==> src/common/iorac_pkg.sv <==
// Overview of operation
// - read io: instruction 15, type=port, bank 0/1/2
// - digital reads return only 0 or 1
// - program read loads value into accumulator
// - direct read replies only, accumulator untouched
// - direct read answers status 100 with state
// - bank 0: ref right, ref left, input0, enable
// - bank 1: four analog samples 0 to 4095
// - analog lines readable as analog only, in bank 1
// - bank 2 reads back driven output state
// - arith: instruction 19, type=op, value=operand
// - op codes 0..9: add through load
// - direct arith replies 100, echoes operand
// - compare: instruction 20, type/bank ignored
// - compare updates flags for conditional jump
// - command frame: addr,instr,type,bank,value msb,checksum
// - reply: host,target,status,instr,value,checksum; 64h ok
// - value field is signed 32-bit two's complement
// - set output drives line to value bit
package iorac_pkg;

    // ****************************************
    // frame layout
    // ****************************************
    localparam int FRAME_LEN = 9;
    localparam logic [3:0] FRAME_LAST = 4'h8;
    localparam int IDX_ADDR = 0;
    localparam int IDX_INSTR = 1;
    localparam int IDX_TYPE = 2;
    localparam int IDX_BANK = 3;
    localparam int IDX_VALUE = 4;
    localparam int IDX_CSUM = 8;
    localparam int IDX_R_HOST = 0;
    localparam int IDX_R_TARGET = 1;
    localparam int IDX_R_STATUS = 2;
    localparam int IDX_R_INSTR = 3;

    typedef logic [FRAME_LEN-1:0][7:0] iorac_frame_type;

    // ****************************************
    // instructions and status
    // ****************************************
    localparam logic [7:0] INSTR_SET_OUTPUT = 8'h0E;
    localparam logic [7:0] INSTR_READ_IO = 8'h0F;
    localparam logic [7:0] INSTR_ARITH = 8'h13;
    localparam logic [7:0] INSTR_COMPARE = 8'h14;
    localparam logic [7:0] STATUS_OK = 8'h64;
    localparam logic [7:0] STATUS_BAD_CMD = 8'h02;
    localparam logic [7:0] STATUS_BAD_VALUE = 8'h04;

    localparam logic [7:0] BANK_DIGITAL = 8'h00;
    localparam logic [7:0] BANK_ANALOG = 8'h01;
    localparam logic [7:0] BANK_OUTPUTS = 8'h02;
    localparam logic [7:0] PORT_COUNT_IN = 8'h04;
    localparam logic [7:0] PORT_COUNT_OUT = 8'h01;

    typedef enum logic [7:0] {
        OP_ADD = 8'h00, OP_SUB = 8'h01, OP_MUL = 8'h02, OP_DIV = 8'h03, OP_MOD = 8'h04,
        OP_AND = 8'h05, OP_OR = 8'h06, OP_XOR = 8'h07, OP_NOT = 8'h08, OP_LOAD = 8'h09
    } iorac_op_type;

    // ****************************************
    // reset values
    // ****************************************
    localparam int ADC_WIDTH = 12;
    localparam logic [31:0] ACC_RESET = 32'h0000_0000;
    localparam logic OUT_RESET = 1'b0;

    // byte sum of the eight bytes ahead of the checksum
    function automatic logic [7:0] frame_sum(input iorac_frame_type f);
        logic [7:0] s;
        s = 8'h00;
        for (int i = 0; i < IDX_CSUM; i++) begin
            s = s + f[i];
        end
        return s;
    endfunction : frame_sum

endpackage : iorac_pkg

==> src/hw/iorac_alu.sv <==
`timescale 1ns/1ps
`default_nettype none
module iorac_alu
    import iorac_pkg::*;
(
    // operands
    input wire logic [31:0] acc,
    input wire logic [31:0] operand,
    input wire logic [7:0] op,
    // result
    output logic [31:0] result,
    output logic op_ok
);

    // ****************************************
    // arithmetic
    // ****************************************
    // divide by zero keeps the accumulator rather than inventing a value
    always_comb begin
        result = acc;
        op_ok = 1'b1;
        unique case (op)
            OP_ADD: result = acc + operand;
            OP_SUB: result = acc - operand;
            OP_MUL: result = 32'($signed(acc) * $signed(operand));
            OP_DIV: if (operand != 32'h0000_0000) result = 32'($signed(acc) / $signed(operand));
            OP_MOD: if (operand != 32'h0000_0000) result = 32'($signed(acc) % $signed(operand));
            OP_AND: result = acc & operand;
            OP_OR: result = acc | operand;
            OP_XOR: result = acc ^ operand;
            OP_NOT: result = ~acc;
            OP_LOAD: result = operand;
            default: op_ok = 1'b0;
        endcase
    end

endmodule : iorac_alu
`default_nettype wire

==> src/hw/iorac_port_read.sv <==
`timescale 1ns/1ps
`default_nettype none
module iorac_port_read
    import iorac_pkg::*;
#(
    parameter int ADC_W = ADC_WIDTH
)
(
    // clock and reset
    input wire logic sys_clk,
    input wire logic rst,
    // pins, asynchronous
    input wire logic ref_right_pin,
    input wire logic ref_left_pin,
    input wire logic gp_in0_pin,
    input wire logic enable_pin,
    // samples from converter logic, same clock
    input wire logic [ADC_W-1:0] phase_a_current_sample,
    input wire logic [ADC_W-1:0] phase_c_current_sample,
    input wire logic [ADC_W-1:0] supply_voltage_sample,
    input wire logic [ADC_W-1:0] motor_temperature_sample,
    // driven output state
    input wire logic general_output_zero,
    // selection and result
    input wire logic [7:0] bank,
    input wire logic [7:0] port,
    output logic [31:0] rd_value,
    output logic rd_ok
);

    // ****************************************
    // input synchronisers
    // ****************************************
    logic [3:0] sync1;
    logic [3:0] sync2;

    always_ff @(posedge sys_clk or posedge rst) begin
        if (rst) begin
            sync1 <= 4'h0;
            sync2 <= 4'h0;
        end else begin
            sync1 <= {enable_pin, gp_in0_pin, ref_left_pin, ref_right_pin};
            sync2 <= sync1;
        end
    end

    // ****************************************
    // bank and port select
    // ****************************************
    // digital and analog paths are independent, so neither blocks the other
    always_comb begin
        rd_value = 32'h0000_0000;
        rd_ok = 1'b0;
        if (bank == BANK_DIGITAL && port < PORT_COUNT_IN) begin
            rd_value = {31'h0000_0000, sync2[port[1:0]]};
            rd_ok = 1'b1;
        end else if (bank == BANK_ANALOG && port < PORT_COUNT_IN) begin
            rd_ok = 1'b1;
            unique case (port[1:0])
                2'h0: rd_value = 32'(phase_a_current_sample);
                2'h1: rd_value = 32'(phase_c_current_sample);
                2'h2: rd_value = 32'(supply_voltage_sample);
                2'h3: rd_value = 32'(motor_temperature_sample);
            endcase
        end else if (bank == BANK_OUTPUTS && port < PORT_COUNT_OUT) begin
            rd_value = {31'h0000_0000, general_output_zero};
            rd_ok = 1'b1;
        end
    end

endmodule : iorac_port_read
`default_nettype wire

==> src/hw/iorac_top.sv <==
`timescale 1ns/1ps
`default_nettype none
module iorac_top
    import iorac_pkg::*;
#(
    parameter logic [7:0] MODULE_ADDR = 8'h01,
    parameter logic [7:0] HOST_ADDR = 8'h02
)
(
    // clock and reset
    input wire logic sys_clk,
    input wire logic rst,
    // command bytes in
    input wire logic [7:0] rx_byte,
    input wire logic rx_valid,
    output logic rx_ready,
    // reply bytes out
    output logic [7:0] tx_byte,
    output logic tx_valid,
    input wire logic tx_ready,
    // program memory instruction port
    input wire logic prog_valid,
    input wire logic [7:0] prog_instr,
    input wire logic [7:0] prog_type,
    input wire logic [7:0] prog_bank,
    input wire logic [31:0] prog_value,
    output logic prog_ready,
    output logic prog_error,
    // pins and samples
    input wire logic ref_right_pin,
    input wire logic ref_left_pin,
    input wire logic gp_in0_pin,
    input wire logic enable_pin,
    input wire logic [ADC_WIDTH-1:0] phase_a_current_sample,
    input wire logic [ADC_WIDTH-1:0] phase_c_current_sample,
    input wire logic [ADC_WIDTH-1:0] supply_voltage_sample,
    input wire logic [ADC_WIDTH-1:0] motor_temperature_sample,
    // state out
    output logic general_output_zero,
    output logic [31:0] accumulator,
    output logic flag_zero,
    output logic flag_greater,
    output logic flag_less
);

    // ****************************************
    // state
    // ****************************************
    typedef enum logic [2:0] {
        ST_RECV = 3'b001,
        ST_EXEC = 3'b010,
        ST_SEND = 3'b100
    } iorac_state_type;

    iorac_state_type state, next_state;
    logic [3:0] rx_count, next_rx_count;
    logic [3:0] tx_count, next_tx_count;
    iorac_frame_type frame, next_frame;
    iorac_frame_type reply, next_reply;
    logic [31:0] acc, next_acc;
    logic fz, next_fz;
    logic fg, next_fg;
    logic fl, next_fl;
    logic out0, next_out0;
    logic perr, next_perr;

    logic exec_fire;
    logic prog_fire;
    logic rx_csum_ok;
    logic [7:0] sel_instr;
    logic [7:0] sel_type;
    logic [7:0] sel_bank;
    logic [31:0] sel_value;
    logic [31:0] rd_value;
    logic rd_ok;
    logic [31:0] alu_result;
    logic alu_ok;

    // ****************************************
    // handshakes and selection
    // ****************************************
    assign rx_ready = (state == ST_RECV);
    assign tx_valid = (state == ST_SEND);
    assign tx_byte = reply[tx_count];
    // program port waits only while a direct frame executes
    assign prog_ready = (state != ST_EXEC);
    assign exec_fire = (state == ST_EXEC);
    assign prog_fire = prog_valid && prog_ready;
    assign rx_csum_ok = (frame_sum(frame) == rx_byte) && (frame[IDX_ADDR] == MODULE_ADDR);

    assign sel_instr = exec_fire ? frame[IDX_INSTR] : prog_instr;
    assign sel_type = exec_fire ? frame[IDX_TYPE] : prog_type;
    assign sel_bank = exec_fire ? frame[IDX_BANK] : prog_bank;
    assign sel_value = exec_fire ? {frame[4], frame[5], frame[6], frame[7]} : prog_value;

    assign accumulator = acc;
    assign flag_zero = fz;
    assign flag_greater = fg;
    assign flag_less = fl;
    assign general_output_zero = out0;
    assign prog_error = perr;

    iorac_port_read u_port_read (
        .sys_clk(sys_clk),
        .rst(rst),
        .ref_right_pin(ref_right_pin),
        .ref_left_pin(ref_left_pin),
        .gp_in0_pin(gp_in0_pin),
        .enable_pin(enable_pin),
        .phase_a_current_sample(phase_a_current_sample),
        .phase_c_current_sample(phase_c_current_sample),
        .supply_voltage_sample(supply_voltage_sample),
        .motor_temperature_sample(motor_temperature_sample),
        .general_output_zero(out0),
        .bank(sel_bank),
        .port(sel_type),
        .rd_value(rd_value),
        .rd_ok(rd_ok)
    );

    iorac_alu u_alu (
        .acc(acc),
        .operand(sel_value),
        .op(sel_type),
        .result(alu_result),
        .op_ok(alu_ok)
    );

    // ****************************************
    // frame and execute logic
    // ****************************************
    always_comb begin
        logic [7:0] status;
        logic [31:0] rvalue;
        logic ok;
        status = STATUS_OK;
        rvalue = 32'h0000_0000;
        ok = 1'b1;
        next_state = state;
        next_rx_count = rx_count;
        next_tx_count = tx_count;
        next_frame = frame;
        next_reply = reply;
        next_acc = acc;
        next_fz = fz;
        next_fg = fg;
        next_fl = fl;
        next_out0 = out0;
        next_perr = perr;

        // shared execution of the selected instruction
        unique case (sel_instr)
            INSTR_READ_IO: begin
                ok = rd_ok;
                rvalue = rd_value;
            end
            INSTR_ARITH: begin
                ok = alu_ok;
                rvalue = sel_value;
            end
            INSTR_COMPARE: rvalue = sel_value;
            INSTR_SET_OUTPUT: ok = (sel_bank == BANK_OUTPUTS) && (sel_type < PORT_COUNT_OUT);
            default: ok = 1'b0;
        endcase
        if (!ok) begin
            rvalue = 32'h0000_0000;
        end

        if (exec_fire || prog_fire) begin
            if (ok && sel_instr == INSTR_ARITH) begin
                next_acc = alu_result;
            end
            if (ok && sel_instr == INSTR_READ_IO && prog_fire) begin
                next_acc = rd_value;
            end
            if (sel_instr == INSTR_COMPARE) begin
                next_fz = (acc == sel_value);
                next_fg = ($signed(acc) > $signed(sel_value));
                next_fl = ($signed(acc) < $signed(sel_value));
            end
            if (ok && sel_instr == INSTR_SET_OUTPUT) begin
                next_out0 = sel_value[0];
            end
        end

        if (prog_fire) begin
            next_perr = !ok;
        end

        unique case (state)
            ST_RECV: begin
                if (rx_valid) begin
                    next_frame[rx_count] = rx_byte;
                    if (rx_count == FRAME_LAST) begin
                        next_rx_count = 4'h0;
                        if (rx_csum_ok) begin
                            next_state = ST_EXEC;
                        end
                    end else begin
                        next_rx_count = rx_count + 4'h1;
                    end
                end
            end
            ST_EXEC: begin
                if (sel_instr != INSTR_READ_IO && sel_instr != INSTR_ARITH && sel_instr != INSTR_COMPARE
                        && sel_instr != INSTR_SET_OUTPUT) begin
                    status = STATUS_BAD_CMD;
                end else if (!ok) begin
                    status = STATUS_BAD_VALUE;
                end
                next_reply[IDX_R_HOST] = HOST_ADDR;
                next_reply[IDX_R_TARGET] = MODULE_ADDR;
                next_reply[IDX_R_STATUS] = status;
                next_reply[IDX_R_INSTR] = sel_instr;
                next_reply[4] = rvalue[31:24];
                next_reply[5] = rvalue[23:16];
                next_reply[6] = rvalue[15:8];
                next_reply[7] = rvalue[7:0];
                next_reply[IDX_CSUM] = frame_sum(next_reply);
                next_tx_count = 4'h0;
                next_state = ST_SEND;
            end
            ST_SEND: begin
                if (tx_ready) begin
                    if (tx_count == FRAME_LAST) begin
                        next_state = ST_RECV;
                    end else begin
                        next_tx_count = tx_count + 4'h1;
                    end
                end
            end
            default: next_state = ST_RECV;
        endcase
    end

    always_ff @(posedge sys_clk or posedge rst) begin
        if (rst) begin
            state <= ST_RECV;
            rx_count <= 4'h0;
            tx_count <= 4'h0;
            frame <= '0;
            reply <= '0;
            acc <= ACC_RESET;
            fz <= 1'b0;
            fg <= 1'b0;
            fl <= 1'b0;
            out0 <= OUT_RESET;
            perr <= 1'b0;
        end else begin
            state <= next_state;
            rx_count <= next_rx_count;
            tx_count <= next_tx_count;
            frame <= next_frame;
            reply <= next_reply;
            acc <= next_acc;
            fz <= next_fz;
            fg <= next_fg;
            fl <= next_fl;
            out0 <= next_out0;
            perr <= next_perr;
        end
    end
endmodule : iorac_top
`default_nettype wire

==> config.mk <==
export PLATFORM = sky130hd
export DESIGN_NAME = iorac_top
export DESIGN_NICKNAME = d
export VERILOG_FILES = /design/src/common/iorac_pkg.sv /design/src/hw/iorac_alu.sv /design/src/hw/iorac_port_read.sv /design/src/hw/iorac_top.sv
export SDC_FILE = /design/constraint.sdc
export NUM_CORES = 2
export LEC_CHECK = 0
export BUFFER_PORTS_ARGS = -buffer_cell sky130_fd_sc_hd__buf_4
export CAP_MARGIN = 5
export CORE_MARGIN = 2
export CORE_UTILIZATION = 50
export DETAILED_ROUTE_END_ITERATION = 10
export PLACE_DENSITY_LB_ADDON = 0.05
export SLEW_MARGIN = 25
export SYNTH_ARGS = -nofsm -noshare
export SYNTH_HDL_FRONTEND = slang
export SYNTH_SLANG_ARGS = --single-unit
==> constraint.sdc <==
create_clock -name sys_clk -period 149.6 [get_ports sys_clk]
set_input_delay 7.48 -clock sys_clk [delete_from_list [all_inputs] [get_ports sys_clk]]
set_output_delay 7.48 -clock sys_clk [all_outputs]
set_load 0.02 [all_outputs]
==> flow_summary.toml <==
[outcome]
status = "finished, final reports clean"

[clock_network]
clk_pin_slew_ps = 80
post_cts_buffers = 0
cts_inserted_buffers = 17
post_cts_resized = 0
clock-sinks = 172
clock_path_buffers = 2
ctsHtreeMaxLevel = 4
ctsHoldBuffers = 0
cts_tree = "done"
clk_latency_ps = 480
cts-root-buf = "clkbuf_16"

[floorplan]
placementRows = 133
fp.dieH_um = 368
coreArea_um2 = 131000
die_w_um = 368
start_util = 0.503
dieArea_um2 = 135000
ios = 169

[routing]
drt_first_iter_violations = 11900
dr_wl_met3_um = 57900
wl_met1_um = 134000
wl_per_cell_um = 32.8
num_vias = 75100
dr.max_layer_used = "met5"
viasPerCell = 6.94
wl_met2_um = 133000
drtPass1Iterations = 7
final_antenna_net_count = 0
drt_wl_total_um = 354000
drc_errors = 0

[logic_synthesis]
synth_fa_ha_area_frac = 0.296
avgSynthCellArea_um2 = 7.33
ys_seq_elements = 172
synthCells = 9021
yosysSeqAreaShare = 0.0651
synth_xor_area_frac = 0.0901
synth_top_family_by_area = "adder cells"
synthSimpleGateAreaFrac = 0.216
syn_area_um2 = 66100
muxShareOfSynthArea = 0.0331
syn_nets = 10400
yosys_warnings = 0
synth_cell_types = 118
ys_async_sr_fraction = 1.00
synth_ff_type = "dfrtp_1"
synth_compound_area_frac = 0.225
synth_edf_count = 0

[worst_setup_path]
critPathCapture = "accumulator[9]"
reg2reg_depth = 337
cpMostUsedCell = "a21oi_1"
required_ps = 150000
cp-end-kind = "flip-flop"
worstPathMaxFanout = 39
cp-startpoint = "prog_value[1]"
cp_slowest_cell = "clkinv_1"
cp_slowest_stage_delay_ps = 1230
crit_type = "in2reg"
cp.buffers_inverters = 27
arrival_ps = 114100
worst-r2r-setup-slack_ps = 40710
crit_family = "compound AO/OA/AOI/OAI gates"
cp_num_cells = 333
r2r-end = "accumulator[9]"
worst_setup_path_start_kind = "primary input"
r2r-start = "state[0]"

[power]
p_leak_uw = 0.0346
vdd_drop_max_mv = 0.0934
p_per_area_nw_per_um2 = 7.66
power_uw = 541

[timing]
period_share = 0.760
setup_viol = 0
tightest_slew_ps = 1230
rsz0062_at_grt = "no"
fmaxAchievable_ghz = 0.00879
tns_ps = 0
hold_viol_final = 0
final_max_slew_viol_count = 0
slew_headroom = 0.160
finClkSkew_ps = 26.2
period_minus_slack_ps = 113700

[flow_run]
drv_cap = 0

[layout]
syn2layout_area_growth_pct = 6.93
regArea_um2 = 4310
final_layout_size_suffix_gt1_frac = 0.0830
multi_input_comb_area_um2 = 57300
layout.nets = 10400
num-fill-cells = 12500

[placed_design]
place_congestion = 1.17
portBuffers = 168
dp_hpwl_um = 280000

[global_route]
antenna_found_initial = 38
grt_first_pass_wirelength_um = 500000
grt_pass1_vias = 70900
overflow = 0
grt_max_degree = 123
grt_usage = 0.507

[hold_path]
hold_class = "reg2reg"
## where the power goes
group          switching, µW  internal, µW
Combinational            234           177
Clock                   26.1          24.7
Sequential              23.1          56.0
Total                    284           257
## how the worst min path moves through the flow
stage | cells past startpoint | end | slack, ps | from
floorplan | 0 | u_port_read.sync2[0] | 330 | u_port_read.sync1[0]
global placement | 0 | u_port_read.sync2[0] | 330 | u_port_read.sync1[0]
detailed placement | 0 | u_port_read.sync2[2] | 340 | u_port_read.sync1[2]
CTS | 0 | u_port_read.sync2[2] | 350 | u_port_read.sync1[2]
global route | 0 | u_port_read.sync2[2] | 360 | u_port_read.sync1[2]
finish | 0 | u_port_read.sync2[2] | 360 | u_port_read.sync1[2]
## cells in the final DEF (no fill, tap or decap), types with 45 or more instances in the layout
master	Yosys	routed
or2_2	45	45
o211ai_1	63	63
nor3_1	207	199
inv_1	877	872
or3_1	81	81
o21bai_1	66	66
o21a_1	118	118
mux2i_1	53	51
nor2_1	876	869
a211oi_1	77	75
buf_4	6	371
xnor2_1	469	447
xor2_1	209	209
o21ai_0	464	456
fa_1	474	474
a21o_1	192	192
dfrtp_1	171	170
nand2b_1	63	63
a31oi_1	114	113
a21oi_1	617	614
nand4_1	75	75
nand3_1	189	188
and3_1	76	76
nand2_1	1190	1190
nor4_1	52	50
ha_1	805	805
nor2b_1	73	73
mux2_2	122	122
and2_1	68	68
o31ai_1	52	50
o22ai_1	52	52
## synthesized netlist by cell type (81+ instances only)
master	number	share of area
nand3_1	189	0.014
nand2_1	1190	0.068
clkbuf_1	291	0.017
o21ai_0	464	0.035
o21a_1	118	0.013
a21oi_1	617	0.047
ha_1	805	0.15
fa_1	474	0.14
nor3_1	207	0.016
nor2_1	876	0.050
xor2_1	209	0.028
a21o_1	192	0.022
mux2_2	122	0.021
xnor2_1	469	0.062
a31oi_1	114	0.011
inv_1	877	0.050
dfrtp_1	171	0.065
or3_1	81	0.0077
## routing by layer
layer | GRT usage | vias to the layer above
met1 | 0.654 | 35800
met2 | 0.683 | 6183
met3 | 0.225 | 1635
met5 | 0.0142 | -
met4 | 0.310 | 42
li1 | - | 31400
## registers in the layout, summed over array words and instances (netlist names), 3 cells and up
register,cells
frame,64
reply,52
accumulator,32
rx_count,4
tx_count,4
u_port_read.sync1,4
u_port_read.sync2,4
state,3
## worst register-to-register path: cells and delay by family (launching register included)
| family | cells | cell delay, ps |
|---|---|---|
| compound gates | 160 | 51080 |
| simple gates | 110 | 34550 |
| fa+ha+maj | 32 | 10480 |
| buf+inv | 29 | 8800 |
| mux | 4 | 1800 |
| xor+xnor | 2 | 1560 |
| flops | 1 | 570 |
## metrics by stage
stage	hold WS, ps	cell area [µm²]	util	instances	setup slack, ps
global route	358	70600	0.538	10800	30970
CTS	354	70500	0.537	10800	40710
global placement	334	69900	0.532	10800	40730
floorplan	331	66100	-	9021	57970
detailed placement	336	69900	0.533	10800	40530
finish	356	70700	0.538	10800	35900
## layout make-up
cell class,count,area share
Antenna cell,27,0.000956
Clock buffer,19,0.00641
Clock inverter,12,0.00207
Inverter,903,0.0481
Multi-Input combinational cell,7554,0.811
Sequential cell,172,0.0609
Tap cell,1755,0.0311
Timing Repair Buffer,372,0.0396
## kinds of logic after synthesis
group,Yosys count
multiplexers,188
flip-flops,172
AO/OA/AOI/OAI,2279
buffers and inverters,1295
adder cells (fa/ha/maj),1279
XOR/XNOR,679
AND/OR/NAND/NOR,3129
Note: power is estimated with default switching activity, not from simulation.
